<file path="config.mk">
export PLATFORM = sky130hd
export DESIGN_NAME = adc_input_channel_sequencer
export DESIGN_NICKNAME = d
export VERILOG_FILES = /design/src/design/adc_seq_pkg.sv /design/src/design/adc_input_channel_sequencer.sv
export SDC_FILE = /design/constraint.sdc
export NUM_CORES = 1
export LEC_CHECK = 0
export ABC_AREA = 1
export CORE_ASPECT_RATIO = 0.9
export CORE_UTILIZATION = 57
export DETAILED_ROUTE_END_ITERATION = 7
export DONT_BUFFER_PORTS = 1
export GPL_ROUTABILITY_DRIVEN = 1
export PLACE_DENSITY = 0.75
export SLEW_MARGIN = 0
export SYNTH_ARGS = -nofsm -noshare
export SYNTH_HDL_FRONTEND = slang
export SYNTH_SLANG_ARGS = --single-unit
</file>
<file path="constraint.sdc">
create_clock -name clk_sys -period 5.7 [get_ports clk_sys]
set_input_delay 1.71 -clock clk_sys [delete_from_list [all_inputs] [get_ports clk_sys]]
set_output_delay 1.71 -clock clk_sys [all_outputs]
set_load 0.01 [all_outputs]
</file>
<file path="src/design/adc_seq_pkg.sv">
// Package: register map, field layouts and reset values of the input channel sequencer
//
// Behaviour
// - A pin is analog when its configuration bit is zero, digital when one.
// - Device reset clears the pin configuration, so all pins start analog.
// - Analog pins have their digital input buffer turned off.
// - Digital pins connect their multiplexer input to analog ground instead.
// - Analog pin driven as digital output converts the port's own level.
// - Positive channel fields: first selector bits 3..0, second 11..8.
// - Band gap variants widen both positive fields to five bits.
// - Negative bit 7 or 15 set picks input one, else lower reference.
// - Alternate bit clear: sample only the first selector's inputs.
// - Alternate bit set: first, then second selector, repeating.
// - Scan enable ignores first positive field and walks the scan mask.
// - Each scan mask bit includes exactly its own channel.
// - Scan ascends and restarts at the lowest channel after each interrupt.
// - Marked channels beyond the per-interrupt sample count stay unsampled.
// - In scanning, negative input still comes from the first negative bit.
// - Scan applies only to first selector; alternation uses fixed second.
// - Module-on bit powers the module; clear cuts power and resets selection and sequencing; pin routing and references stay.
// - Three-bit reference field in control 2 bits 15..13 picks references.
package adc_seq_pkg;
    // Byte addresses on the register bus
    localparam logic [7:0] ADDR_CONTROL_1 = 8'h00;
    localparam logic [7:0] ADDR_CONTROL_2 = 8'h04;
    localparam logic [7:0] ADDR_CHANNEL_SELECT = 8'h08;
    localparam logic [7:0] ADDR_PIN_CONFIG_LOW = 8'h0c;
    localparam logic [7:0] ADDR_PIN_CONFIG_HIGH = 8'h10;
    localparam logic [7:0] ADDR_SCAN_MASK_LOW = 8'h14;
    localparam logic [7:0] ADDR_SCAN_MASK_HIGH = 8'h18;
    localparam logic [7:0] ADDR_STATUS = 8'h1c;
    // Field positions
    localparam int MODULE_ON_BIT = 15;
    localparam int ALT_SEL_BIT = 0;
    localparam int SCAN_EN_BIT = 10;
    localparam int REF_CFG_LSB = 13;
    localparam int SAMPLES_LSB = 2;
    localparam int FIRST_POS_LSB = 0;
    localparam int FIRST_NEG_BIT = 7;
    localparam int SECOND_POS_LSB = 8;
    localparam int SECOND_NEG_BIT = 15;
    // Reset values
    localparam logic [15:0] RESET_REG16 = 16'h0000;
    localparam logic [1:0] RESET_PIN_DIR = 2'h3;
    // Negative input codes
    localparam logic NEG_LOWER_REF = 1'b0;
    localparam logic NEG_INPUT_ONE = 1'b1;

    // Multiplexer selection handed to the sample-and-hold
    typedef struct packed {
        logic [4:0] positive;
        logic negative;
        logic valid;
    } mux_sel_t;

    // Reference choice
    typedef struct packed {
        logic upper_external;
        logic lower_external;
    } ref_sel_t;
endpackage

</file>
<file path="src/design/adc_input_channel_sequencer.sv">
// Input channel sequencer: pin configuration, selectors, alternation, scanning, power
//
// Added by the designer: the register offsets and the APB interface to the registers.
`timescale 1ns/100ps
module adc_input_channel_sequencer
    import adc_seq_pkg::*;
#(
    parameter int NUM_PINS = 16,
    parameter bit HAS_BANDGAP = 1'b1
) (
    // Clock and reset
    input wire logic clk_sys,
    input wire logic reset,
    // Register bus
    input wire logic psel,
    input wire logic penable,
    input wire logic pwrite,
    input wire logic [7:0] paddr,
    input wire logic [31:0] pwdata,
    input wire logic [3:0] pstrb,
    output logic [31:0] prdata,
    output logic pready,
    output logic pslverr,
    // Port side of the pins
    input wire logic [NUM_PINS-1:0] pin_direction,
    input wire logic [NUM_PINS-1:0] port_drive_level,
    // Sample timing from the converter
    input wire logic sample_start,
    input wire logic sample_end,
    input wire logic sequence_done,
    input wire logic converter_interrupt,
    // Pin routing, selection, references and power
    output logic [NUM_PINS-1:0] digital_input_enable,
    output logic [NUM_PINS-1:0] mux_to_analog_ground,
    output logic [NUM_PINS-1:0] convert_port_level,
    output mux_sel_t sh_select,
    output ref_sel_t ref_select,
    output logic module_powered
);

    // ========================================================
    // Register bank
    // ========================================================
    // Each register sits in the low half
    // of a bus word; the upper half reads 0.
    // Only byte lanes 0 and 1 carry bits.
    logic [15:0] control_1_q;
    logic [15:0] control_2_q;
    logic [15:0] channel_select_q;
    logic [15:0] analog_pin_config_q;
    // Top two bits: band gap inputs only
    logic [1:0] pin_config_high_q;
    logic [15:0] scan_mask_low_q;
    logic [1:0] scan_mask_high_q;
    logic [31:0] prdata_q;
    logic pslverr_q;
    logic pready_q;

    // Decodes a known register address
    // Status is known but read-only
    function automatic logic addr_known(input logic [7:0] a);
        case (a)
            ADDR_CONTROL_1, ADDR_CONTROL_2, ADDR_CHANNEL_SELECT, ADDR_PIN_CONFIG_LOW,
            ADDR_PIN_CONFIG_HIGH, ADDR_SCAN_MASK_LOW, ADDR_SCAN_MASK_HIGH,
            ADDR_STATUS: addr_known = 1'b1;
            default: addr_known = 1'b0;
        endcase
    endfunction

    // Merges byte lanes of a 16-bit register
    // Lanes without a strobe keep old bits
    function automatic logic [15:0] merge16(input logic [15:0] old, input logic [31:0] wd,
                                            input logic [3:0] st);
        merge16 = old;
        if (st[0]) begin
            merge16[7:0] = wd[7:0];
        end
        if (st[1]) begin
            merge16[15:8] = wd[15:8];
        end
    endfunction

    logic wr_fire;
    logic rd_fire;
    // Writes land where ready is seen high,
    // so a stalled access never writes twice.
    // Reads capture one edge earlier, so the
    // data stands when ready is sampled.
    assign wr_fire = psel && penable && pready_q && pwrite;
    assign rd_fire = psel && penable && !pready_q && !pwrite;

    // One wait state: ready rises in the second access cycle
    // and falls after one cycle, so a setup that follows
    // at once is never taken for a second access phase
    always_ff @(posedge clk_sys or posedge reset) begin
        if (reset) begin
            pready_q <= 1'b0;
        end else begin
            pready_q <= psel && penable && !pready_q;
        end
    end

    // Error flag for unmapped addresses
    // Raised with ready, for one cycle
    // Unmapped writes are dropped below
    always_ff @(posedge clk_sys or posedge reset) begin
        if (reset) begin
            pslverr_q <= 1'b0;
        end else begin
            pslverr_q <= psel && penable && !pready_q && !addr_known(paddr);
        end
    end

    // Writes land at the edge where ready is sampled high
    always_ff @(posedge clk_sys or posedge reset) begin
        if (reset) begin
            control_1_q <= RESET_REG16;
            control_2_q <= RESET_REG16;
            channel_select_q <= RESET_REG16;
            analog_pin_config_q <= RESET_REG16;
            pin_config_high_q <= RESET_REG16[1:0];
            scan_mask_low_q <= RESET_REG16;
            scan_mask_high_q <= RESET_REG16[1:0];
        end else if (wr_fire) begin
            case (paddr)
                ADDR_CONTROL_1: control_1_q <= merge16(control_1_q, pwdata, pstrb);
                ADDR_CONTROL_2: control_2_q <= merge16(control_2_q, pwdata, pstrb);
                ADDR_CHANNEL_SELECT: channel_select_q <= merge16(channel_select_q, pwdata, pstrb);
                ADDR_PIN_CONFIG_LOW: analog_pin_config_q <= merge16(analog_pin_config_q, pwdata,
                                                                    pstrb);
                ADDR_PIN_CONFIG_HIGH: begin
                    if (pstrb[0]) begin
                        pin_config_high_q <= pwdata[1:0];
                    end
                end
                ADDR_SCAN_MASK_LOW: scan_mask_low_q <= merge16(scan_mask_low_q, pwdata, pstrb);
                ADDR_SCAN_MASK_HIGH: begin
                    if (pstrb[0]) begin
                        scan_mask_high_q <= pwdata[1:0];
                    end
                end
                // Unmapped and read-only words change nothing
                default: ;
            endcase
        end
    end

    // ========================================================
    // Derived controls
    // ========================================================
    // Positive field, four bits wide unless
    // the band gap inputs exist
    function automatic logic [4:0] positive_field(input logic [15:0] r, input int lsb);
        positive_field = {1'b0, r[lsb +: 4]};
        if (HAS_BANDGAP) begin
            positive_field = r[lsb +: 5];
        end
    endfunction

    logic module_on;
    logic alt_enable;
    logic scan_enable;
    logic [2:0] reference_config;
    logic [3:0] samples_per_irq;
    logic [4:0] first_positive_channel;
    logic [4:0] second_positive_channel;
    logic first_negative_select;
    logic second_negative_select;
    logic [17:0] scan_mask;

    assign module_on = control_1_q[MODULE_ON_BIT];
    assign alt_enable = control_2_q[ALT_SEL_BIT];
    assign scan_enable = control_2_q[SCAN_EN_BIT];
    assign reference_config = control_2_q[REF_CFG_LSB +: 3];
    // Stored as the count minus one
    assign samples_per_irq = control_2_q[SAMPLES_LSB +: 4];
    assign first_positive_channel = positive_field(channel_select_q, FIRST_POS_LSB);
    assign second_positive_channel = positive_field(channel_select_q, SECOND_POS_LSB);
    assign first_negative_select = channel_select_q[FIRST_NEG_BIT];
    assign second_negative_select = channel_select_q[SECOND_NEG_BIT];
    // Band gap scan bits only exist on band gap variants
    assign scan_mask = {(HAS_BANDGAP ? scan_mask_high_q : 2'b00), scan_mask_low_q};

    // ========================================================
    // Sequencing state
    // ========================================================
    // The converter reports each finished
    // sequence and each interrupt; the state
    // here readies the selection for the
    // next sample before its window opens.
    // Scan setup changes apply at the next
    // sample only.
    logic use_second_q;
    logic [4:0] scan_ptr_q;
    logic [4:0] scan_taken_q;
    logic sampling_q;

    // Lowest marked channel at or above a start position
    // Searched from the top, so the lowest match wins
    function automatic logic [5:0] next_marked(input logic [17:0] mask, input logic [4:0] from);
        next_marked = 6'h3f;
        for (int i = 17; i >= 0; i--) begin
            if (mask[i] && (5'(i) >= from)) begin
                next_marked = {1'b0, 5'(i)};
            end
        end
    endfunction

    logic [5:0] scan_first;
    logic [5:0] scan_next;
    logic [4:0] scan_start;
    assign scan_first = next_marked(scan_mask, 5'h00);
    assign scan_next = next_marked(scan_mask, scan_ptr_q + 5'h01);
    // With nothing marked the pointer rests at channel zero
    assign scan_start = scan_first[5] ? 5'h00 : scan_first[4:0];

    // Alternation toggles once per finished sequence
    // Interrupt and power-off win over a finished one
    always_ff @(posedge clk_sys or posedge reset) begin
        if (reset) begin
            use_second_q <= 1'b0;
        end else if (!module_on || converter_interrupt || !alt_enable) begin
            use_second_q <= 1'b0;
        end else if (sequence_done) begin
            use_second_q <= !use_second_q;
        end
    end

    // Scan pointer steps upward only after a first selector sample
    // Taken samples are counted against the limit
    always_ff @(posedge clk_sys or posedge reset) begin
        if (reset) begin
            scan_ptr_q <= 5'h00;
            scan_taken_q <= 5'h00;
        end else if (!module_on || converter_interrupt) begin
            scan_ptr_q <= scan_start;
            scan_taken_q <= 5'h00;
        end else if (sequence_done && scan_enable && !use_second_q) begin
            scan_taken_q <= scan_taken_q + 5'h01;
            // Past the last marked channel the pointer parks; higher ones wait
            if (!scan_next[5] && (scan_taken_q < {1'b0, samples_per_irq})) begin
                scan_ptr_q <= scan_next[4:0];
            end
        end else if (scan_taken_q == 5'h00 && !scan_first[5]) begin
            scan_ptr_q <= scan_first[4:0];
        end
    end

    // Tracks an open sample window
    // End wins, and power-off closes it
    always_ff @(posedge clk_sys or posedge reset) begin
        if (reset) begin
            sampling_q <= 1'b0;
        end else if (!module_on || sample_end) begin
            sampling_q <= 1'b0;
        end else if (sample_start) begin
            sampling_q <= 1'b1;
        end
    end

    // ========================================================
    // Selection to the sample-and-hold
    // ========================================================
    mux_sel_t sel_d;
    mux_sel_t sh_select_q;

    // Next selection: the second selector on
    // alternate turns, otherwise the first
    always_comb begin
        sel_d = '0;
        sel_d.valid = module_on;
        if (use_second_q) begin
            sel_d.positive = second_positive_channel;
            sel_d.negative = second_negative_select ? NEG_INPUT_ONE : NEG_LOWER_REF;
        end else begin
            sel_d.positive = scan_enable ? scan_ptr_q : first_positive_channel;
            sel_d.negative = first_negative_select ? NEG_INPUT_ONE : NEG_LOWER_REF;
        end
    end

    // Selection frozen while a sample window is open
    // Settled before a start, held to the end
    always_ff @(posedge clk_sys or posedge reset) begin
        if (reset) begin
            sh_select_q <= '0;
        end else if (!module_on) begin
            sh_select_q <= '0;
        end else if (!sampling_q && !sample_start) begin
            sh_select_q <= sel_d;
        end
    end

    // ========================================================
    // Pin and power outputs
    // ========================================================
    logic [NUM_PINS-1:0] din_en_q;
    logic [NUM_PINS-1:0] gnd_q;
    logic [NUM_PINS-1:0] conv_port_q;
    logic [NUM_PINS-1:0] conv_port_d;
    ref_sel_t ref_q;
    logic powered_q;

    // Analog pin driven as an output
    // converts the port's own level
    for (genvar p = 0; p < NUM_PINS; p++) begin : g_conv
        assign conv_port_d[p] = !analog_pin_config_q[p] && !pin_direction[p];
    end

    // Per-pin routing from the analog configuration bits
    // A digital pin keeps its buffer on, mux grounded
    always_ff @(posedge clk_sys or posedge reset) begin
        if (reset) begin
            din_en_q <= '0;
            gnd_q <= '0;
            conv_port_q <= '0;
        end else begin
            din_en_q <= analog_pin_config_q[NUM_PINS-1:0];
            gnd_q <= analog_pin_config_q[NUM_PINS-1:0];
            conv_port_q <= conv_port_d;
        end
    end

    // Reference choice and power
    // Field bit 0 upper, bit 1 lower external pin
    always_ff @(posedge clk_sys or posedge reset) begin
        if (reset) begin
            ref_q <= '0;
            powered_q <= 1'b0;
        end else begin
            ref_q.upper_external <= reference_config[0];
            ref_q.lower_external <= reference_config[1];
            powered_q <= module_on;
        end
    end

    logic [11:0] status_word;
    // Window open, turn, samples taken, pointer
    assign status_word = {sampling_q, use_second_q, scan_taken_q, scan_ptr_q};

    // Read data mux
    // Captured in the first access cycle
    always_ff @(posedge clk_sys or posedge reset) begin
        if (reset) begin
            prdata_q <= '0;
        end else if (rd_fire) begin
            case (paddr)
                ADDR_CONTROL_1: prdata_q <= {16'h0000, control_1_q};
                ADDR_CONTROL_2: prdata_q <= {16'h0000, control_2_q};
                ADDR_CHANNEL_SELECT: prdata_q <= {16'h0000, channel_select_q};
                ADDR_PIN_CONFIG_LOW: prdata_q <= {16'h0000, analog_pin_config_q};
                ADDR_PIN_CONFIG_HIGH: prdata_q <= {30'h00000000, pin_config_high_q};
                ADDR_SCAN_MASK_LOW: prdata_q <= {16'h0000, scan_mask_low_q};
                ADDR_SCAN_MASK_HIGH: prdata_q <= {30'h00000000, scan_mask_high_q};
                ADDR_STATUS: prdata_q <= {20'h00000, status_word};
                default: prdata_q <= 32'h00000000;
            endcase
        end
    end

    // Outputs straight from flip-flops
    assign prdata = prdata_q;
    assign pready = pready_q;
    assign pslverr = pslverr_q;
    assign digital_input_enable = din_en_q;
    assign mux_to_analog_ground = gnd_q;
    assign convert_port_level = conv_port_q;
    assign sh_select = sh_select_q;
    assign ref_select = ref_q;
    assign module_powered = powered_q;

endmodule

</file>
==> results of run 1 <==
[state kept, by name, indices dropped and copies added, names as in the netlist, 2 cells and up]
name,count
analog_pin_config_q,16
channel_select_q,16
control_1_q,16
control_2_q,16
convert_port_level,16
mux_to_analog_ground,16
prdata,16
scan_mask_low_q,16
sh_select,7
scan_ptr_q,5
scan_taken_q,5
pin_config_high_q,2
ref_select,2
scan_mask_high_q,2
[area by class of cell]
type	count	area, sq um
fill	1023	4400
sequential	156	3900
multi-input combinational	571	2790
clock buffer	23	478
inverter	98	374
tap	160	200
clock inverter	6	113
timing repair buffer	7	52.6
[through the flow]
stage,power [mW],cells
CTS,2.35,1021
global route,2.41,1021
floorplan,1.21,880
global placement,1.22,992
detailed placement,1.23,992
finish,2.34,1021
[critical path: cells and delay by family]
kind / cells / cell delay [ns]
AOI/OAI and AO/OA: 2 / 0.88
buffers and inverters: 3 / 0.69
and+or+nand+nor: 6 / 0.39
[power breakdown]
part	switching, mW	leakage, nW	internal [mW]
Sequential	0.0108	2.14	1.12
Combinational	0.0651	1.29	0.0143
Clock	0.411	0.289	0.717
Total	0.487	3.72	1.85
[synthesized netlist by cell type (all sizes together), types with 8 or more instances]
library cell / n
a21oi: 22
buf: 39
clkbuf: 16
dfrtp: 156
ha: 8
inv: 96
nand2: 224
nand3: 26
nand4: 10
nor2: 64
nor3: 15
o21ai: 127
o22ai: 10
[cells by family (layout without fill, tap and decap cells)]
| group | Yosys count | in the layout | synth area share (%) |
|---|---|---|---|
| DFF | 156 | 156 | 53.1 |
| muxes | 1 | 1 | 0.136 |
| buffers and inverters | 153 | 134 | 9.70 |
| AOI/OAI and AO/OA | 197 | 197 | 15.3 |
| other | 1 | 16 | 0.0510 |
| xor gates and xnor gates | 2 | 2 | 0.238 |
| and+or+nand+nor | 347 | 347 | 20.1 |
| adders and majority gates | 8 | 8 | 1.36 |
[worst paths after layout]
kind / to / slack, ns / depth (start not counted)
setup / recovery: prdata[6] / 2.32 / 11
hold / removal: ref_select[0] / 0.40 / 0
setup reg to reg: scan_ptr_q[1] / 3.04 / 10
hold reg to reg: ref_select[0] / 0.40 / 0
max in group asynchronous: sh_select[6] / 3.21 / 2
min in group asynchronous: convert_port_level[14] / 1.27 / 1
[routing by layer]
metal | global-route usage (%) | part of all wire, %
met1 | 43.2 | 43
met2 | 48.7 | 45
met3 | 7.37 | 9.7
met4 | 12.3 | 2.7
met5 | 0 | 0
==> flow_metrics.tcl, run 1 <==
set metrics [dict create \
    num_rows 38 \
    synthArstFlopShare_pct 100 \
    grt_pass1_vias 5861 \
    antenna_found_initial 0 \
    yosys_register_bits 156 \
    hold_buffers 0 \
    layout_commonest_cell "nand2_1" \
    antenna_left 0 \
    fin_util_pct 64.3 \
    min_from "control_2_q[14]" \
    hp-class "reg2reg" \
    nets 944 \
    start_util_pct 59.7 \
    final.setup.tns_ns 0 \
    grt_usage_pct 31.5 \
    first_iter_violations 573 \
    gp_congestion 0.988 \
    slew_headroom_pct 40.6 \
    grt_overflow_total 0 \
    synth-seq-area-share_pct 53.1 \
    post-cts-setup-buffers 0 \
    cp-start-kind "primary input" \
    max_stage_delay_ns 0.59 \
    cts_max_level 4 \
    path_clk_slew_ns 0.06 \
    max-clock-path-buffers 2 \
    grt_max_degree 66 \
    crit_path_end_kind "flop" \
    drcViolationCount 0 \
    cts_resized 0 \
    syn_inst 865 \
    fin_area_sq_mm 0.00791 \
    cts_tree "built" \
    synth_top_area_share_pct 53.1 \
    core_area_sq_mm 0.0123 \
    ioPinCount 177 \
    synth_flop_cell "dfrtp_1" \
    netlist_area_sq_mm 0.00735 \
    maxCapViolations 0 \
    p_leak_nw 3.72 \
    min_period_ns 3.38 \
    synth_top_area_cell "dfrtp_1" \
    max_freq_mhz 295 \
    syn_area_per_cell_sq_um 8.50 \
    reg2reg_from "scan_ptr_q[0]" \
    post-route-period-util_pct 59.4 \
    syn2layout_area_growth_pct 7.62 \
    ys_warn_count 0 \
    finalWorstSetupSlack_ns 2.32 \
    final_cell_mix "nand2_1 (216), dfrtp_1 (156), o21ai_0 (124)" \
    hold-worst-slack_ns 0.403 \
    grt_pass1_wl_microns 30900 \
    drive_gt1_share_pct 6.74 \
    arrival_ns 3.68 \
    clk-insertion-delay-late_ns 0.42 \
    die_w_microns 122 \
    io_buffers 0 \
    power_density_mw_per_mm2 295 \
    maxSlewViolCount 0 \
    via_count 6063 \
    outcome "complete, no violations" \
    finClkSkew_ns 0.0139 \
    diodes 0 \
    synth_area_leaders "dfrtp_1 (53%), nand2_1 (11%), o21ai_0 (8.4%)" \
    ir_drop_v 0.000228 \
    path_cells "nor2_1, inv_1, nor2_1, inv_1, nor2_1, nand2_1, clkinv_1, a221oi_1, o221ai_1, nand2_1, nand2_1" \
    tightest_slew_ns 0.882 \
    place_area_sq_mm 0.00732 \
    cp_max_fo 18 \
    die_y_microns 110 \
    first_pass_iters 5 \
    postRouteWirelength_microns 19700 \
    place_ws_ns 1.98 \
    synth.distinct_cells 47 \
    rsz0062_at_grt "no" \
    vias_per_cell 5.94 \
    setup_violations 0 \
    cp.required_ns 6.00 \
    crit_type "in2reg" \
    cts_root_buf "clkbuf_16" \
    cts.sinks 156 \
    cts_buffers 17 \
    finalHoldViolations 0 \
    synth-edff-count 0 \
    hpwl_microns 14400 \
    die_area_sq_mm 0.0134 \
    slowest_stage "a221oi_1" \
    routedWlPerCell_microns 19.3 \
    critPathLaunch "paddr[6]" \
]
(Power assumes the default switching activity.)
==> run 2: changes to the inputs <==
==> constraint.sdc (replaced) <==
create_clock -name clk_sys -period 3.1 [get_ports clk_sys]
set_input_delay 0.93 -clock clk_sys [delete_from_list [all_inputs] [get_ports clk_sys]]
set_output_delay 0.93 -clock clk_sys [all_outputs]
set_load 0.01 [all_outputs]
==> flow_metrics.tcl, run 2 (synthesis gave the netlist of run 1 again) <==
set metrics [dict create \
    outcome "complete, no violations" \
    clk-insertion-delay-late_ns 0.43 \
    hold_buffers 0 \
    maxCapViolations 0 \
    grt_max_degree 73 \
    seq_area_sq_mm 0.00390 \
    cts.sinks 156 \
    path_clk_slew_ns 0.06 \
    cp_max_fo 12 \
    hp-class "in2async" \
    first_pass_iters 5 \
    num_rows 38 \
    die_w_microns 122 \
    setup_violations 0 \
    reg2reg_from "scan_ptr_q[0]" \
    finalHoldViolations 0 \
    postRouteWirelength_microns 20000 \
    slowest_stage "dfrtp_1" \
    grt_overflow_total 0 \
    cts_root_buf "clkbuf_16" \
    cts_tree "built" \
    ioPinCount 177 \
    crit_type "reg2reg" \
    min_period_ns 2.62 \
    nets 955 \
    cts_resized 0 \
    antenna_found_initial 0 \
    r2r_cells 14 \
    cts_max_level 4 \
    grt_use_met3_pct 7.26 \
    die_area_sq_mm 0.0134 \
    crit_path_end_kind "flop" \
    tightest_slew_ns 0.915 \
    core_area_sq_mm 0.0123 \
    met1_usage_pct 43.5 \
    cp.required_ns 3.40 \
    max_stage_delay_ns 0.62 \
    post-cts-setup-buffers 0 \
    drive_gt1_share_pct 8.24 \
    grt_usage_pct 32.3 \
    diodes 0 \
    start_util_pct 59.7 \
    reg2reg_slack_ns 0.48 \
    arrival_ns 2.93 \
    maxSlewViolCount 0 \
    met2_usage_pct 50.5 \
    multi_input_area_sq_mm 0.00279 \
    final_cell_mix "nand2_1 (216), dfrtp_1 (156), o21ai_0 (124)" \
    finalWorstSetupSlack_ns 0.479 \
    antenna_left 0 \
    finClkSkew_ns 0.00920 \
    hpwl_microns 14800 \
    die_y_microns 110 \
    max-clock-path-buffers 2 \
    cp-start-kind "flop" \
    grt_pass1_wl_microns 31500 \
    grt_pass1_vias 5946 \
    path_cells "ha_1, inv_1, nand2_2, nand2_4, nor2_4, nand3_1, nand2_1, nand3_1, nand4_1, nor2_1, nand3_2, nand2_4, nor3_1, a21oi_1" \
    r2r_end "scan_ptr_q[3]" \
    p_leak_nw 3.80 \
    final.setup.tns_ns 0 \
    syn2layout_area_growth_pct 9.39 \
    crit_end "scan_ptr_q[3]" \
    routedWlPerCell_microns 19.4 \
    slew_headroom_pct 38.4 \
    place_ws_ns 0.207 \
    power_density_mw_per_mm2 547 \
    layout_commonest_cell "nand2_1" \
    io_buffers 0 \
    gp_congestion 0.967 \
    cts_buffers 17 \
    vias_per_cell 5.95 \
    drcViolationCount 0 \
    fillers 1005 \
    max_freq_mhz 382 \
    rsz0062_at_grt "no" \
    critPathLaunch "scan_ptr_q[0]" \
    via_count 6148 \
    first_iter_violations 610 \
    ir_drop_v 0.000497 \
    grt_busiest_layer "met2" \
    post-route-period-util_pct 84.5 \
]
## run 2: stage by stage
step           utilization [%]  power [mW]  cell area, sq um  instances  hold slack (ns)
2_1_floorplan                -        2.23              7410        880            0.355
3_3_place_gp              60.3        2.26              7430       1003            0.390
3_5_place_dp              60.3        2.26              7430       1003            0.396
4_1_cts                   65.3        4.41              8040       1034            0.329
5_1_grt                   65.3        4.52              8040       1034            0.352
6_report                  65.3        4.40              8040       1034            0.334
## run 2: worst min path at each step
stage | from | to | slack, ns | depth (start not counted)
6_report | reset | analog_pin_config_q[12] | 0.33 | 1
5_1_grt | reset | pslverr | 0.35 | 1
4_1_cts | reset | convert_port_level[4] | 0.33 | 1
3_5_place_dp | control_2_q[13] | ref_select[1] | 0.40 | 0
3_3_place_gp | control_2_q[14] | ref_select[0] | 0.39 | 0
2_1_floorplan | control_1_q[15] | module_powered | 0.35 | 0
## run 2: final cells by class
cell class	count	area share [%]
timing repair buffer	18	1.99
sequential	156	48.5
tap	160	2.49
clock buffer	20	5.55
clock inverter	11	2.07
multi-input combinational	571	34.7
inverter	98	4.65
## run 2: report_power, final
group          internal [mW]  switching, mW  leakage [nW]
Clock                   1.36          0.812         0.304
Sequential              2.05         0.0203          2.14
Combinational         0.0313          0.120          1.35
## run 2: critical path, delay by kind of cell, from the launching register on
kind	cells	cell delay, ns
AO/OA/AOI/OAI	1	0.06
flip-flops	1	0.62
buffers and inverters	1	0.09
AND/OR/NAND/NOR	11	1.38
adder cells (fa/ha/maj)	1	0.33
## run 2: layer usage
metal / share of wire [%] / wire length (microns)
met5: 0 / 0
met4: 2.9 / 571
met3: 9.6 / 1920
met2: 45 / 9060
met1: 42 / 8460
==> run 3: changes to the inputs <==
==> constraint.sdc (replaced) <==
create_clock -name clk_sys -period 2.16 [get_ports clk_sys]
set_input_delay 0.648 -clock clk_sys [delete_from_list [all_inputs] [get_ports clk_sys]]
set_output_delay 0.648 -clock clk_sys [all_outputs]
set_load 0.01 [all_outputs]
==> flow_metrics.tcl, run 3 (synthesis gave the netlist of run 1 again) <==
set metrics [dict create \
    finClkSkew_ns 0.0107 \
    crit_path_end_kind "flop" \
    antenna_left 0 \
    max_freq_mhz 426 \
    path_clk_slew_ns 0.06 \
    routedWlPerCell_microns 19.5 \
    slew_headroom_pct 58.2 \
    postRouteWirelength_microns 21700 \
    final.setup.tns_ns -0.721 \
    arrival_ns 2.66 \
    met2_wirelength_microns 10200 \
    clk-insertion-delay-late_ns 0.43 \
    syn2layout_area_growth_pct 21.1 \
    p_leak_nw 4.23 \
    grt_overflow_total 0 \
    die_area_sq_mm 0.0134 \
    grt_max_degree 56 \
    layout_commonest_cell "nand2_1" \
    finalHoldViolations 0 \
    min_period_ns 2.35 \
    dp_cells 1071 \
    crit_top_cell "nand3_2" \
    num_rows 38 \
    cts.sinks 156 \
    post-route-period-util_pct 109 \
    ioPinCount 177 \
    cp-start-kind "flop" \
    drcViolationCount 0 \
    start_util_pct 59.7 \
    antenna_found_initial 1 \
    highest_layer "met5" \
    cts_root_buf "clkbuf_16" \
    path_cells "ha_4, buf_4, a21oi_4, nand3_1, nand3_2, nand2_1, inv_2, nand3_2, nor3_4, nand3_4, nand2_4, inv_1, nor2_1, a21oi_2" \
    ir_drop_v 0.000586 \
    first_iter_violations 547 \
    wl_met3_microns 1880 \
    met1_length_microns 9010 \
    maxSlewViolCount 0 \
    via_count 6617 \
    violations "setup timing" \
    cts_max_level 4 \
    place_area_sq_mm 0.00797 \
    grt_usage_pct 34.5 \
    core_area_sq_mm 0.0123 \
    finalWorstSetupSlack_ns -0.188 \
    rsz0062_at_grt "yes" \
    hold_buffers 0 \
    die_y_microns 110 \
    final_cell_mix "nand2_1 (207), dfrtp_1 (154), o21ai_0 (123)" \
    fin_cells 1114 \
    crit_type "reg2reg" \
    drive_gt1_share_pct 20.3 \
    fin_area_sq_mm 0.00890 \
    io_buffers 0 \
    place_ws_ns -0.400 \
    vias_per_cell 5.94 \
    nets 1034 \
    gp_congestion 0.993 \
    cts_tree "built" \
    grt_pass1_wl_microns 33500 \
    setup_violations 5 \
    max_stage_delay_ns 0.47 \
    first_pass_iters 6 \
    diodes 0 \
    power_density_mw_per_mm2 720 \
    fin_util_pct 72.3 \
    hpwl_microns 15700 \
    max-clock-path-buffers 2 \
    cp.required_ns 2.48 \
    grt_pass1_vias 6303 \
    outcome "complete, but fails checks" \
    cp_max_fo 5 \
    tightest_slew_ns 0.625 \
    maxCapViolations 0 \
    hp-class "in2async" \
    die_w_microns 122 \
    slowest_stage "dfrtp_2" \
    cts_buffers 17 \
]
==> run 3: layer usage <==
| layer | track usage, % | vias to the layer above |
|---|---|---|
| li1 | - | 2954 |
| met1 | 44.5 | 3223 |
| met2 | 56.1 | 392 |
| met3 | 8.77 | 46 |
| met4 | 13.1 | 2 |
| met5 | 0 | - |
==> run 3: what timing repair did <==
action / in CTS / in global routing
endpoints found under the setup margin: 5 / 37
resized for setup: 15 / 46
cloned: 2 / 0
buffers inserted: 4 / 6
pin swaps: 4 / 21
==> run 3: worst paths after layout <==
path                                  start                      end  slack [ns]  depth (start not counted)
max reg2reg                   scan_ptr_q[0]            scan_ptr_q[0]       -0.19                         14
min reg2reg                 control_2_q[14]            ref_select[0]        0.43                          0
max                           scan_ptr_q[0]            scan_ptr_q[0]       -0.19                         14
min in group clk_sys       pin_direction[0]    convert_port_level[0]        0.26                          1
min                                   reset  analog_pin_config_q[14]        0.13                          1
max in group asynchronous             reset                prdata[6]        1.38                          2
==> run 3: cell type report <==
| class | instances | area, sq um |
|---|---|---|
| fillers | 932 | 3410 |
| inverters | 98 | 377 |
| clock inverters | 13 | 179 |
| repair buffers | 95 | 778 |
| well taps | 160 | 200 |
| multi-input cells | 573 | 3020 |
| clock buffers | 19 | 443 |
| flip-flops and latches | 156 | 3910 |
==> run 3: worst max-delay path, delay by kind of cell, from the launching register on <==
| family | cells | cell delay (ns) |
|---|---|---|
| flops | 1 | 0.47 |
| compound gates | 2 | 0.24 |
| fa+ha+maj | 1 | 0.27 |
| buf+inv | 3 | 0.29 |
| simple gates | 8 | 0.96 |
==> run 3: report_power, final <==
part	switching, mW	internal, mW
Sequential	0.0276	2.95
Clock	1.26	1.88
Combinational	0.204	0.0954
==> run 3: metrics by stage <==
step | hold WS (ns) | total power [mW]
6_report | 0.129 | 6.41
4_1_cts | 0.138 | 6.40
5_1_grt | 0.154 | 6.59
3_5_place_dp | 0.406 | 3.29
3_3_place_gp | 0.389 | 3.28
2_1_floorplan | 0.355 | 3.20
